===== src/logic/bal_exec_regs.svh =====
// Constants for the balance execute, pause and status block
`ifndef BAL_EXEC_REGS_SVH
`define BAL_EXEC_REGS_SVH
`define STATUS_RESET 16'h000F
`define CMD_EXEC_GOOD 8'hAF
`define CMD_EXEC_BAD 8'hAE
`define CMD_OP_EXEC 2'h3
`define CLK_HZ 40000000
`define START_DELAY_US 2000
`define START_DELAY_CYC ((`START_DELAY_US * (`CLK_HZ / 1000000)))
`define CRC_POLY 4'h3
`endif


===== src/logic/bal_exec_pkg.sv =====
// Types for the balance execute, pause and status block
`default_nettype none
package bal_exec_pkg;
  typedef struct packed {
    logic [5:0] gate_ok;
    logic cells_ok;
    logic sec_ok;
    logic temp_ok;
  } health_s;
  typedef enum logic [1:0] {
    ST_IDLE,
    ST_DELAY,
    ST_ON
  } run_e;
endpackage
`default_nettype wire


===== src/logic/balance_execute_pause_status.sv =====
// Execute, pause and resume handling plus balance status word
`include "bal_exec_regs.svh"
`timescale 1ns/10ps
`default_nettype none
module balance_execute_pause_status #(
  parameter int START_DELAY_CYC = `START_DELAY_CYC
) (
  // Clock and reset
  input wire logic i_clk,
  input wire logic i_rst_n,
  // Serial port pins from the host
  input wire logic i_chip_select_in_n,
  input wire logic i_serial_clock_in,
  input wire logic i_serial_data_in,
  // Latched command from the holding register
  input wire logic [11:0] i_held_cmd,
  input wire logic i_held_valid,
  // Analog health inputs
  input wire bal_exec_pkg::health_s i_health,
  // Balancer drive and status
  output logic [11:0] o_balance_drive,
  output logic o_balancing,
  output logic [15:0] o_balance_status_word
);
  logic [1:0] cs_sync_q;
  logic [1:0] sck_sync_q;
  logic [1:0] sdi_sync_q;
  logic sck_prev_q;
  logic cs_n;
  logic sck_rise;
  logic [7:0] shift_q;
  logic [3:0] bit_cnt_q;
  logic locked_q;
  logic [11:0] run_cmd_q;
  bal_exec_pkg::run_e state_q;
  logic [31:0] dly_q;
  logic byte_done;
  logic [7:0] byte_val;
  logic parity_ok;
  logic is_exec;
  // Good-parity execute byte; only bits 7:1 are compared, the opcode both parities share
  localparam logic [7:0] EXEC_BYTE = `CMD_EXEC_GOOD;

  // Two-stage synchronisers; the host clock is sampled, not used as a clock
  always_ff @(posedge i_clk or negedge i_rst_n) begin
    if (!i_rst_n) begin
      cs_sync_q <= 2'h3;
      sck_sync_q <= 2'h0;
      sdi_sync_q <= 2'h0;
      sck_prev_q <= 1'b0;
    end else begin
      cs_sync_q <= {cs_sync_q[0], i_chip_select_in_n};
      sck_sync_q <= {sck_sync_q[0], i_serial_clock_in};
      sdi_sync_q <= {sdi_sync_q[0], i_serial_data_in};
      sck_prev_q <= sck_sync_q[1];
    end
  end
  assign cs_n = cs_sync_q[1];
  assign sck_rise = sck_sync_q[1] & ~sck_prev_q & ~cs_n;

  // Command byte framing; every byte is a command until an execute byte locks the frame
  assign byte_val = {shift_q[6:0], sdi_sync_q[1]};
  assign byte_done = sck_rise && (bit_cnt_q == 4'h7) && !locked_q;
  // Good bytes carry an even count of ones, as the good execute byte does
  assign parity_ok = ~^byte_val;
  assign is_exec = (byte_val[7:1] == EXEC_BYTE[7:1]);

  always_ff @(posedge i_clk or negedge i_rst_n) begin
    if (!i_rst_n) begin
      shift_q <= 8'h00;
      bit_cnt_q <= 4'h0;
      locked_q <= 1'b0;
    end else if (cs_n) begin
      bit_cnt_q <= 4'h0;
      locked_q <= 1'b0;
    end else if (sck_rise && !locked_q) begin
      shift_q <= byte_val;
      // Count modulo 8 so that every byte boundary of a frame up to the lock is checked
      bit_cnt_q <= (bit_cnt_q == 4'h7) ? 4'h0 : bit_cnt_q + 4'h1;
      if (bit_cnt_q == 4'h7) begin
        locked_q <= is_exec;
      end
    end
  end

  // Run control: execute starts the delay, bad parity pauses
  always_ff @(posedge i_clk or negedge i_rst_n) begin
    if (!i_rst_n) begin
      state_q <= bal_exec_pkg::ST_IDLE;
      dly_q <= 32'h0;
      run_cmd_q <= 12'h000;
    end else begin
      case (state_q)
        bal_exec_pkg::ST_IDLE: begin
          if (byte_done && parity_ok && is_exec) begin
            run_cmd_q <= i_held_valid ? i_held_cmd : 12'h000;
            state_q <= bal_exec_pkg::ST_DELAY;
            dly_q <= 32'h0;
          end
        end
        bal_exec_pkg::ST_DELAY, bal_exec_pkg::ST_ON: begin
          if (byte_done && !parity_ok) begin
            state_q <= bal_exec_pkg::ST_IDLE;
          end else if (byte_done && is_exec) begin
            run_cmd_q <= i_held_valid ? i_held_cmd : 12'h000;
            state_q <= bal_exec_pkg::ST_DELAY;
            dly_q <= 32'h0;
          end else if (state_q == bal_exec_pkg::ST_DELAY) begin
            if (dly_q >= 32'(START_DELAY_CYC - 1)) begin
              state_q <= bal_exec_pkg::ST_ON;
            end else begin
              dly_q <= dly_q + 32'h1;
            end
          end
        end
        default: state_q <= bal_exec_pkg::ST_IDLE;
      endcase
    end
  end

  // CRC-4 of the 12 message bits, MSB first
  function automatic logic [3:0] crc4(input logic [11:0] msg);
    logic [3:0] c;
    logic fb;
    c = 4'h0;
    for (int i = 11; i >= 0; i--) begin
      fb = c[3] ^ msg[i];
      c = {c[2:0], 1'b0} ^ (fb ? `CRC_POLY : 4'h0);
    end
    return c;
  endfunction

  logic [5:0] active;
  logic [11:0] msg;
  always_comb begin
    for (int n = 0; n < 6; n++) begin
      active[5 - n] = (state_q == bal_exec_pkg::ST_ON) &&
                      (run_cmd_q[11 - 2 * n -: 2] != 2'h0);
    end
  end
  assign msg = {i_health.gate_ok & active,
                i_health.cells_ok & (|active),
                i_health.sec_ok & (|active),
                i_health.temp_ok & (|active), 3'h0};

  // Status and drive outputs from flops
  always_ff @(posedge i_clk or negedge i_rst_n) begin
    if (!i_rst_n) begin
      o_balance_status_word <= `STATUS_RESET;
      o_balance_drive <= 12'h000;
      o_balancing <= 1'b0;
    end else begin
      o_balance_status_word <= {msg, ~crc4(msg)};
      o_balance_drive <= (state_q == bal_exec_pkg::ST_ON) ? run_cmd_q : 12'h000;
      o_balancing <= (state_q == bal_exec_pkg::ST_ON);
    end
  end
endmodule
`default_nettype wire


===== config.mk =====
export PLATFORM = sky130hd
export DESIGN_NAME = balance_execute_pause_status
export DESIGN_NICKNAME = d
export VERILOG_FILES = /design/src/logic/bal_exec_pkg.sv /design/src/logic/balance_execute_pause_status.sv
export VERILOG_INCLUDE_DIRS = /design/src /design/src/logic
export SDC_FILE = /design/constraint.sdc
export NUM_CORES = 1
export LEC_CHECK = 0
export ABC_AREA = 1
export BUFFER_PORTS_ARGS = -buffer_cell sky130_fd_sc_hd__buf_4
export CAP_MARGIN = 20
export CORE_UTILIZATION = 52
export CTS_CLUSTER_DIAMETER = 60
export DETAILED_ROUTE_END_ITERATION = 16
export PLACE_DENSITY_LB_ADDON = 0.05
export SYNTH_ARGS = -nofsm -noshare
export SYNTH_HDL_FRONTEND = slang
export SYNTH_SLANG_ARGS = --single-unit

===== constraint.sdc =====
create_clock -name i_clk -period 2.12 [get_ports i_clk]
set_clock_uncertainty 0.15 [all_clocks]
set_input_delay 0.212 -clock i_clk [delete_from_list [all_inputs] [get_ports i_clk]]
set_output_delay 0.212 -clock i_clk [all_outputs]
set_load 0.01 [all_outputs]

After elaboration in Yosys (flattened, before gate mapping)

Cells that the tools add are included.

Reduce and logical (&&, ||, !) cells: 33
$add $sub $neg: 2
Multiplexer cells: 36
Eq/ne operators: 11
Bitwise logic cells: 28
$lt $le $gt $ge: 1

Operators with widths:

| cell                    | count |
|---|---|
| $mux W32                | 5 |
| $pmux W32 S2            | 1 |
| $mux W12                | 5 |
| $xor A4 B2 Y4           | 10 |
| $mux W2                 | 17 |
| $add A32 B1 Y32 const B | 1 |
| $ge A32 B17 Y1 const B  | 1 |
| $pmux W12 S2            | 1 |
| $reduce_bool A2 Y1      | 9 |
| $logic_and A1 B1 Y1     | 13 |
| $mux W4                 | 3 |
| $ne A4 B4 Y1 const B    | 2 |
| $reduce_xnor A8 Y1      | 1 |
| $eq A7 B7 Y1 const B    | 1 |
| $and A6 B6 Y6           | 1 |
| $ne A2 B2 Y1 const B    | 3 |
| $ne A3 B3 Y1 const B    | 2 |
| $reduce_or A6 Y1        | 1 |
| $xor A1 B1 Y1           | 6 |
| $and A1 B1 Y1           | 5 |
| $reduce_and A5 Y1       | 1 |
| $add A4 B1 Y4 const B   | 1 |
| $eq A4 B3 Y1 const B    | 1 |
| $not A4 Y4              | 1 |
| other kinds (13)        | 19 |

Word-level logic and storage cells: 124
Register bits: 91
Output and inout bits: 29

Logic depth before layout (Yosys ltp)

Depth in word-level cells: 32
Gate-level depth with buffers: 18
Mapped depth without buffers: 17

Worst setup path after synthesis

No wires, ideal clock.

Path kind: flip-flop to flip-flop
Start point: register state_q[0]
End point: register o_balance_status_word[1]
Cell stages (with the launch flop): 17
Setup time: 0.072 ns
Slack: 0.109 ns
Buffers on the path: 1
Arrival: 1.788 ns
Cell sequence: dfrtp_1 > inv_1 > ha_1 > buf_2 > nand2_1 > nand2_1 > nand2_1 > inv_1 > nand2_1 > nand2_1 > nand2_1 > nand2_1 > or2_2 > nand2_1 > nand2_1 > nand2_1 > inv_1

Elaborated cells on any way between the ends: 43
Classes of those cells: eq/ne (1); mux (11); bitwise (24); reduce/logical (7)

RTL lines:

| item                                           | RTL line                                                                 | text |
|---|---|---|
| from (decl)                                    | balance_execute_pause_status.sv:35                                       | `bal_exec_pkg::run_e state_q;` |
| from (signal assigned)                         | balance_execute_pause_status.sv:89                                       | `state_q <= bal_exec_pkg::ST_IDLE;` |
| from (signal assigned)                         | balance_execute_pause_status.sv:97                                       | `state_q <= bal_exec_pkg::ST_DELAY;` |
| from (signal assigned)                         | balance_execute_pause_status.sv:103                                      | `state_q <= bal_exec_pkg::ST_IDLE;` |
| $eq A2 B2 Y1 *                                 | balance_execute_pause_status.sv:137                                      | `active[5 - n] = (state_q == bal_exec_pkg::ST_ON) &&` |
| $logic_and A1 B1 Y1 *                          | balance_execute_pause_status.sv:137                                      |  |
| $and A6 B6 Y6 *                                | balance_execute_pause_status.sv:141                                      | `assign msg = {i_health.gate_ok & active,` |
| named net msg[8]                               | balance_execute_pause_status.sv:134                                      | `logic [11:0] msg;` |
| $xor A1 B1 Y1 *                                | balance_execute_pause_status.sv:127                                      | `fb = c[3] ^ msg[i];` |
| $mux W2 *                                      | balance_execute_pause_status.sv:128                                      | `` c = {c[2:0], 1'b0} ^ (fb ? `CRC_POLY : 4'h0); `` |
| $xor A4 B2 Y4 * (3 in series)                  | balance_execute_pause_status.sv:128                                      |  |
| $xor A1 B1 Y1 or $xor A4 B2 Y4 (tied branches) | balance_execute_pause_status.sv:127, balance_execute_pause_status.sv:128 |  |
| $mux W2 or $xor A1 B1 Y1 (tied branches)       | balance_execute_pause_status.sv:128, balance_execute_pause_status.sv:127 |  |
| $xor A4 B2 Y4 * (4 in series)                  | balance_execute_pause_status.sv:128                                      |  |
| $mux W2 or $xor A4 B2 Y4 (tied branches)       | balance_execute_pause_status.sv:128                                      |  |
| $xor A4 B2 Y4 * (2 in series)                  | balance_execute_pause_status.sv:128                                      |  |
| $not A4 Y4 *                                   | balance_execute_pause_status.sv:153                                      | `o_balance_status_word <= {msg, ~crc4(msg)};` |
| to (signal assigned)                           | balance_execute_pause_status.sv:149                                      | `` o_balance_status_word <= `STATUS_RESET; `` |
| to (signal assigned)                           | balance_execute_pause_status.sv:153                                      |  |
| to (decl)                                      | balance_execute_pause_status.sv:23                                       | `output logic [15:0] o_balance_status_word` |

The timed path passes the listed nets; every way through them passes the cells marked *.
A chain may end at the register's enable or synchronous reset.

Final worst setup path

Start point: register bit_cnt_q[0]
End point: register dly_q[4]

Cells in the longest elaborated chain, start to end: 7
Elaborated cells on any way between the ends: 15
Classes of those cells: eq/ne (5); mux (3); reduce/logical (7)

Ends and longest elaborated chain:

| item                                              | RTL line                                                                | text |
|---|---|---|
| from (decl)                                       | balance_execute_pause_status.sv:32                                      | `logic [3:0] bit_cnt_q;` |
| from (signal assigned)                            | balance_execute_pause_status.sv:79                                      | `bit_cnt_q <= (bit_cnt_q == 4'h7) ? 4'h0 : bit_cnt_q + 4'h1;` |
| $eq A4 B3 Y1 *                                    | balance_execute_pause_status.sv:63                                      | `assign byte_done = sck_rise && (bit_cnt_q == 4'h7) && !locked_q;` |
| $logic_and A1 B1 Y1 * (2 in series)               | balance_execute_pause_status.sv:63                                      |  |
| $logic_and A1 B1 Y1, on equally long branches     | balance_execute_pause_status.sv:104, balance_execute_pause_status.sv:95 |  |
| $mux W32 or $logic_and A1 B1 Y1 (tied branches)   | balance_execute_pause_status.sv:104, balance_execute_pause_status.sv:95 |  |
| $mux W32 or $ne A2 B2 Y1 (tied branches)          | n/a                                                                     |  |
| $pmux W32 S2 or $reduce_and A5 Y1 (tied branches) | n/a                                                                     |  |
| to (signal assigned)                              | balance_execute_pause_status.sv:112                                     | `dly_q <= dly_q + 32'h1;` |
| to (decl)                                         | balance_execute_pause_status.sv:36                                      | `logic [31:0] dly_q;` |

Mark *: on every way between the ends. The rest lies on a longest branch, timed or not. The select of a mux whose other input is x is not followed.

==> results.md <==
- Clock latency on the worst-skew pair: 0.36 ns
- Remaining antenna violation count after routing: 0
- Complex-gate fraction of the synthesized area: 5.24%
- Maximum Capacitance Violations: 0
- Share of flip-flops with an asynchronous set or reset: 100%
- Required time of the worst setup path: 2.23 ns
- Slowest Stage Delay on Critical Path: 0.36 ns
- Cell type of the slowest stage on the worst timing path: sky130_fd_sc_hd__dfrtp_1
- Area after detailed placement: 0.00520 sq mm
- Crit path max fanout: 11
- DR vias/cell: 4.98
- Number of fillers in the final layout: 637
- Min-Delay Startpoint: i_held_valid
- Worst Hold End: run_cmd_q[6]
- CTS Root Buffer Type: sky130_fd_sc_hd__clkbuf_8
- Most frequent CP cell: sky130_fd_sc_hd__nand2_4
- Share of the synthesized netlist area taken by xor and xnor gates: 2.32%
- Static Leakage: 3.09 nW
- R2R Path Start: bit_cnt_q[0]
- Antenna cell count: 0
- Capturing element type of the critical path: register
- Final global-route overflow total: 0
- Inserted Clock Buffers: 9
- Result of the run: complete, no violations
- Post-route setup TNS: 0 ns
- First-pass GRT wire length: 15800 microns
- Data arrival, critical path: 2.11 ns
- Layout net count: 707
- Number of buffer cells added on primary ports: 52
- Share of synthesized area occupied by flip-flops and latches: 50.3%
- Post-detailed-route wirelength per cell: 12.7 microns
- Number of vias in the routed layout: 3905
- Worst voltage drop across the vdd grid: 0.000451 V
- Number of standard cells in the layout, taps in and fillers out: 784
- Setup violation total in the final timing report: 0
- Final period util: 94.6%
- Routed wire length: 9960 microns
- Mean area per synthesized cell: 8.03 sq um
- Fraction of final layout cells sized beyond drive strength 1: 24.0%
- Area Overhead vs Synth: 29.6%
- Via count of the first global-routing pass: 3530
- Pin count of the biggest net entering global routing: 37
- Rows: 33
- Initial Util: 54.4%
- Clock H-tree levels: 3
- Number of buffers and inverters on the critical path: 1
- Period minus WS final: 2.01 ns
- Largest cells by area after synthesis: sky130_fd_sc_hd__dfrtp_1 47%, sky130_fd_sc_hd__nand2_1 14%, sky130_fd_sc_hd__inv_1 7.4%
- Hold Path Depth: 3
- Combinational family with the most area after synthesis: simple AND/OR/NAND/NOR gates
- Final Slew Violations: 0
- Share of cell area taken by muxes after synthesis: 0%
- Peak Freq: 0.498 GHz
- Initial drt markers: 185
- Die W: 95.4 microns
- Slack of the worst reg-to-reg path: 0.11 ns
- Simple-gate portion of the synthesized area: 30.1%
- Kind of critical path: register to register
- Number of enable-type register cells in the synthesized netlist: 0
- Initial antenna violation count: 0
- Crit Reg-Reg Endpoint: dly_q[4]
- Area of all placed cells without fillers: 0.00588 sq mm
- Sink Count: 91
- Family with the most delay on the worst path: simple AND/OR/NAND/NOR gates
- Summed instance area of the synthesized netlist: 0.00454 sq mm
- Post-synthesis register bit count: 91
- Core region area: 0.00834 sq mm
- HPWL after detailed placement: 6440 microns
- Height of the chip: 95.4 microns
- Adder and majority gate portion of the synthesized area: 1.65%
- Number of iterations in the first detailed-routing pass: 5
- Yosys top cell area share: 46.9%
- Total Routing Usage GR: 22.6%
- Tightest hold margin: 0.00714 ns
- Worst setup path startpoint: bit_cnt_q[0]
- Areal power density over the cells: 570 mW/mm^2
- Number of cells after detailed placement: 736
- Overall die area: 0.00910 sq mm
- Leading area contributor after synthesis: sky130_fd_sc_hd__dfrtp_1
- Max Buffers Root-to-Sink: 2
- CTS tree: done
- Number of cell instances on the worst register-to-register path: 10
- Kind of launch point of the worst setup path: register
- Commonest register cell after synthesis: sky130_fd_sc_hd__dfrtp_1
- Number of design rule violations left after detail routing: 0
- Mapped Cells: 565
- IO Count: 56
- Worst min-delay path class: input port to register
- Routability congestion estimate from global placement: 0.859
- Number of different library cells in the post-synthesis netlist: 33
- Total count of hold-check failures in the final report: 0
- Yosys warning count: 0
- List of cells traversed by the critical path: ha_1 -> nand3_2 -> nor3_4 -> nor2b_4 -> nand2_4 -> nand2_4 -> nand3_4 -> buf_12 -> o21bai_1 -> nand2_1
- Clock Pin Slew Worst Setup and Hold Paths: 0.10 ns
[stage by stage]
stage | power [mW] | setup slack [ns] | utilization (%)
after floorplan | 2.01 | 0.109 | -
after global placement | 2.11 | -0.0110 | 62.3
after detailed placement | 2.12 | -0.144 | 62.3
after CTS | 3.36 | 0.00999 | 67.6
after global routing | 3.51 | -0.0478 | 70.5
final | 3.35 | 0.114 | 70.5
[placed cells by master, fill, tap and decap left out, types with 3 or more instances in the layout]
master / Yosys / routed
sky130_fd_sc_hd__o21ai_0: 15 / 14
sky130_fd_sc_hd__nor2_4: 1 / 3
sky130_fd_sc_hd__nor2_2: 0 / 6
sky130_fd_sc_hd__a21oi_1: 3 / 3
sky130_fd_sc_hd__nand2_1: 172 / 149
sky130_fd_sc_hd__nand2_2: 2 / 21
sky130_fd_sc_hd__buf_4: 5 / 82
sky130_fd_sc_hd__inv_1: 89 / 87
sky130_fd_sc_hd__dfrtp_1: 85 / 84
sky130_fd_sc_hd__o21bai_1: 16 / 15
sky130_fd_sc_hd__nand3_1: 33 / 32
sky130_fd_sc_hd__nand4_1: 19 / 19
sky130_fd_sc_hd__buf_12: 0 / 4
sky130_fd_sc_hd__clkbuf_8: 0 / 9
sky130_fd_sc_hd__ha_1: 6 / 5
sky130_fd_sc_hd__dfstp_2: 6 / 6
sky130_fd_sc_hd__nor2_1: 57 / 51
sky130_fd_sc_hd__nand2_4: 3 / 6
sky130_fd_sc_hd__xor2_1: 10 / 9
sky130_fd_sc_hd__conb_1: 1 / 3
sky130_fd_sc_hd__nor3_1: 16 / 16
sky130_fd_sc_hd__dlygate4sd3_1: 0 / 23
[cells in the mapped netlist, drive strengths merged, types with 2 or more instances]
cell / instances
nand2: 177
inv: 91
dfrtp: 85
nor2: 59
nand3: 35
nand4: 19
nor3: 17
o21bai: 17
o21ai: 15
buf: 14
xor2: 10
dfstp: 6
ha: 6
a21oi: 3
clkbuf: 3
xnor2: 2
[state kept, by name (all words and copies together) (netlist names)]
name                   count
sdi_sync_q                 2
sck_prev_q                 1
o_balance_drive           12
dly_q                     32
bit_cnt_q                  4
sck_sync_q                 2
state_q                    2
o_balancing                1
o_balance_status_word     13
cs_sync_q                  2
shift_q                    7
locked_q                   1
run_cmd_q                 12
[final cells by class]
cell class                 count  area, sq um  area share [%]
multi-input combinational    370         1970            33.4
clock inverter                 6         71.3            1.21
inverter                      91          352            5.98
clock buffer                  10          128            2.17
sequential                    91         2290            38.9
timing repair buffer         111          948            16.1
tap                          105          131            2.23
[tightest hold or removal path, stage by stage]
cell and delay (ns):
sky130_fd_sc_hd__buf_4 0.16, sky130_fd_sc_hd__nand4_1 0.09, sky130_fd_sc_hd__nand2_1 0.04
[worst max-delay path by stage]
| stage | cells after the start | endpoint | slack, ns |
|---|---|---|---|
| floorplan | 16 | o_balance_status_word[1] | 0.11 |
| global placement | 14 | o_balance_status_word[1] | -0.01 |
| detailed placement | 15 | o_balance_status_word[2] | -0.14 |
| CTS | 10 | dly_q[10] | 0.01 |
| global route | 15 | o_balance_status_word[1] | -0.05 |
| finish | 10 | dly_q[4] | 0.11 |
[layer usage]
metal / track usage (%) / up-vias / share of wire, %
li1: - / 1958 / -
met1: 31.7 / 1832 / 46
met2: 35.1 / 102 / 48
met3: 4.23 / 13 / 4.4
met4: 7.96 / 0 / 1.6
met5: 0 / - / 0
[where the power goes]
group	switching, mW	internal (mW)	leakage [nW]
sequential	0.0360	1.77	1.17
combinational	0.184	0.141	1.82
clock	0.655	0.561	0.0992
total	0.875	2.48	3.09
[repair_timing]
| action | in CTS | in global routing |
|---|---|---|
| gates cloned | 0 | 2 |
| pin swaps | 0 | 12 |
| hold endpoints to repair | 54 | 1 |
| resized for setup | 4 | 55 |
| hold buffers | 22 | 1 |
| setup buffers | 0 | 7 |
| setup endpoints to repair | 16 | 42 |
[cell families after synthesis]
| group | count (synthesis) |
|---|---|
| other | 1 |
| buffers and inverters | 108 |
| flip-flops | 91 |
| AO/OA/AOI/OAI | 37 |
| XOR/XNOR | 12 |
| adder cells (fa/ha/maj) | 6 |
| AND/OR/NAND/NOR | 310 |
No activity file was read; power rests on OpenSTA's default activity.
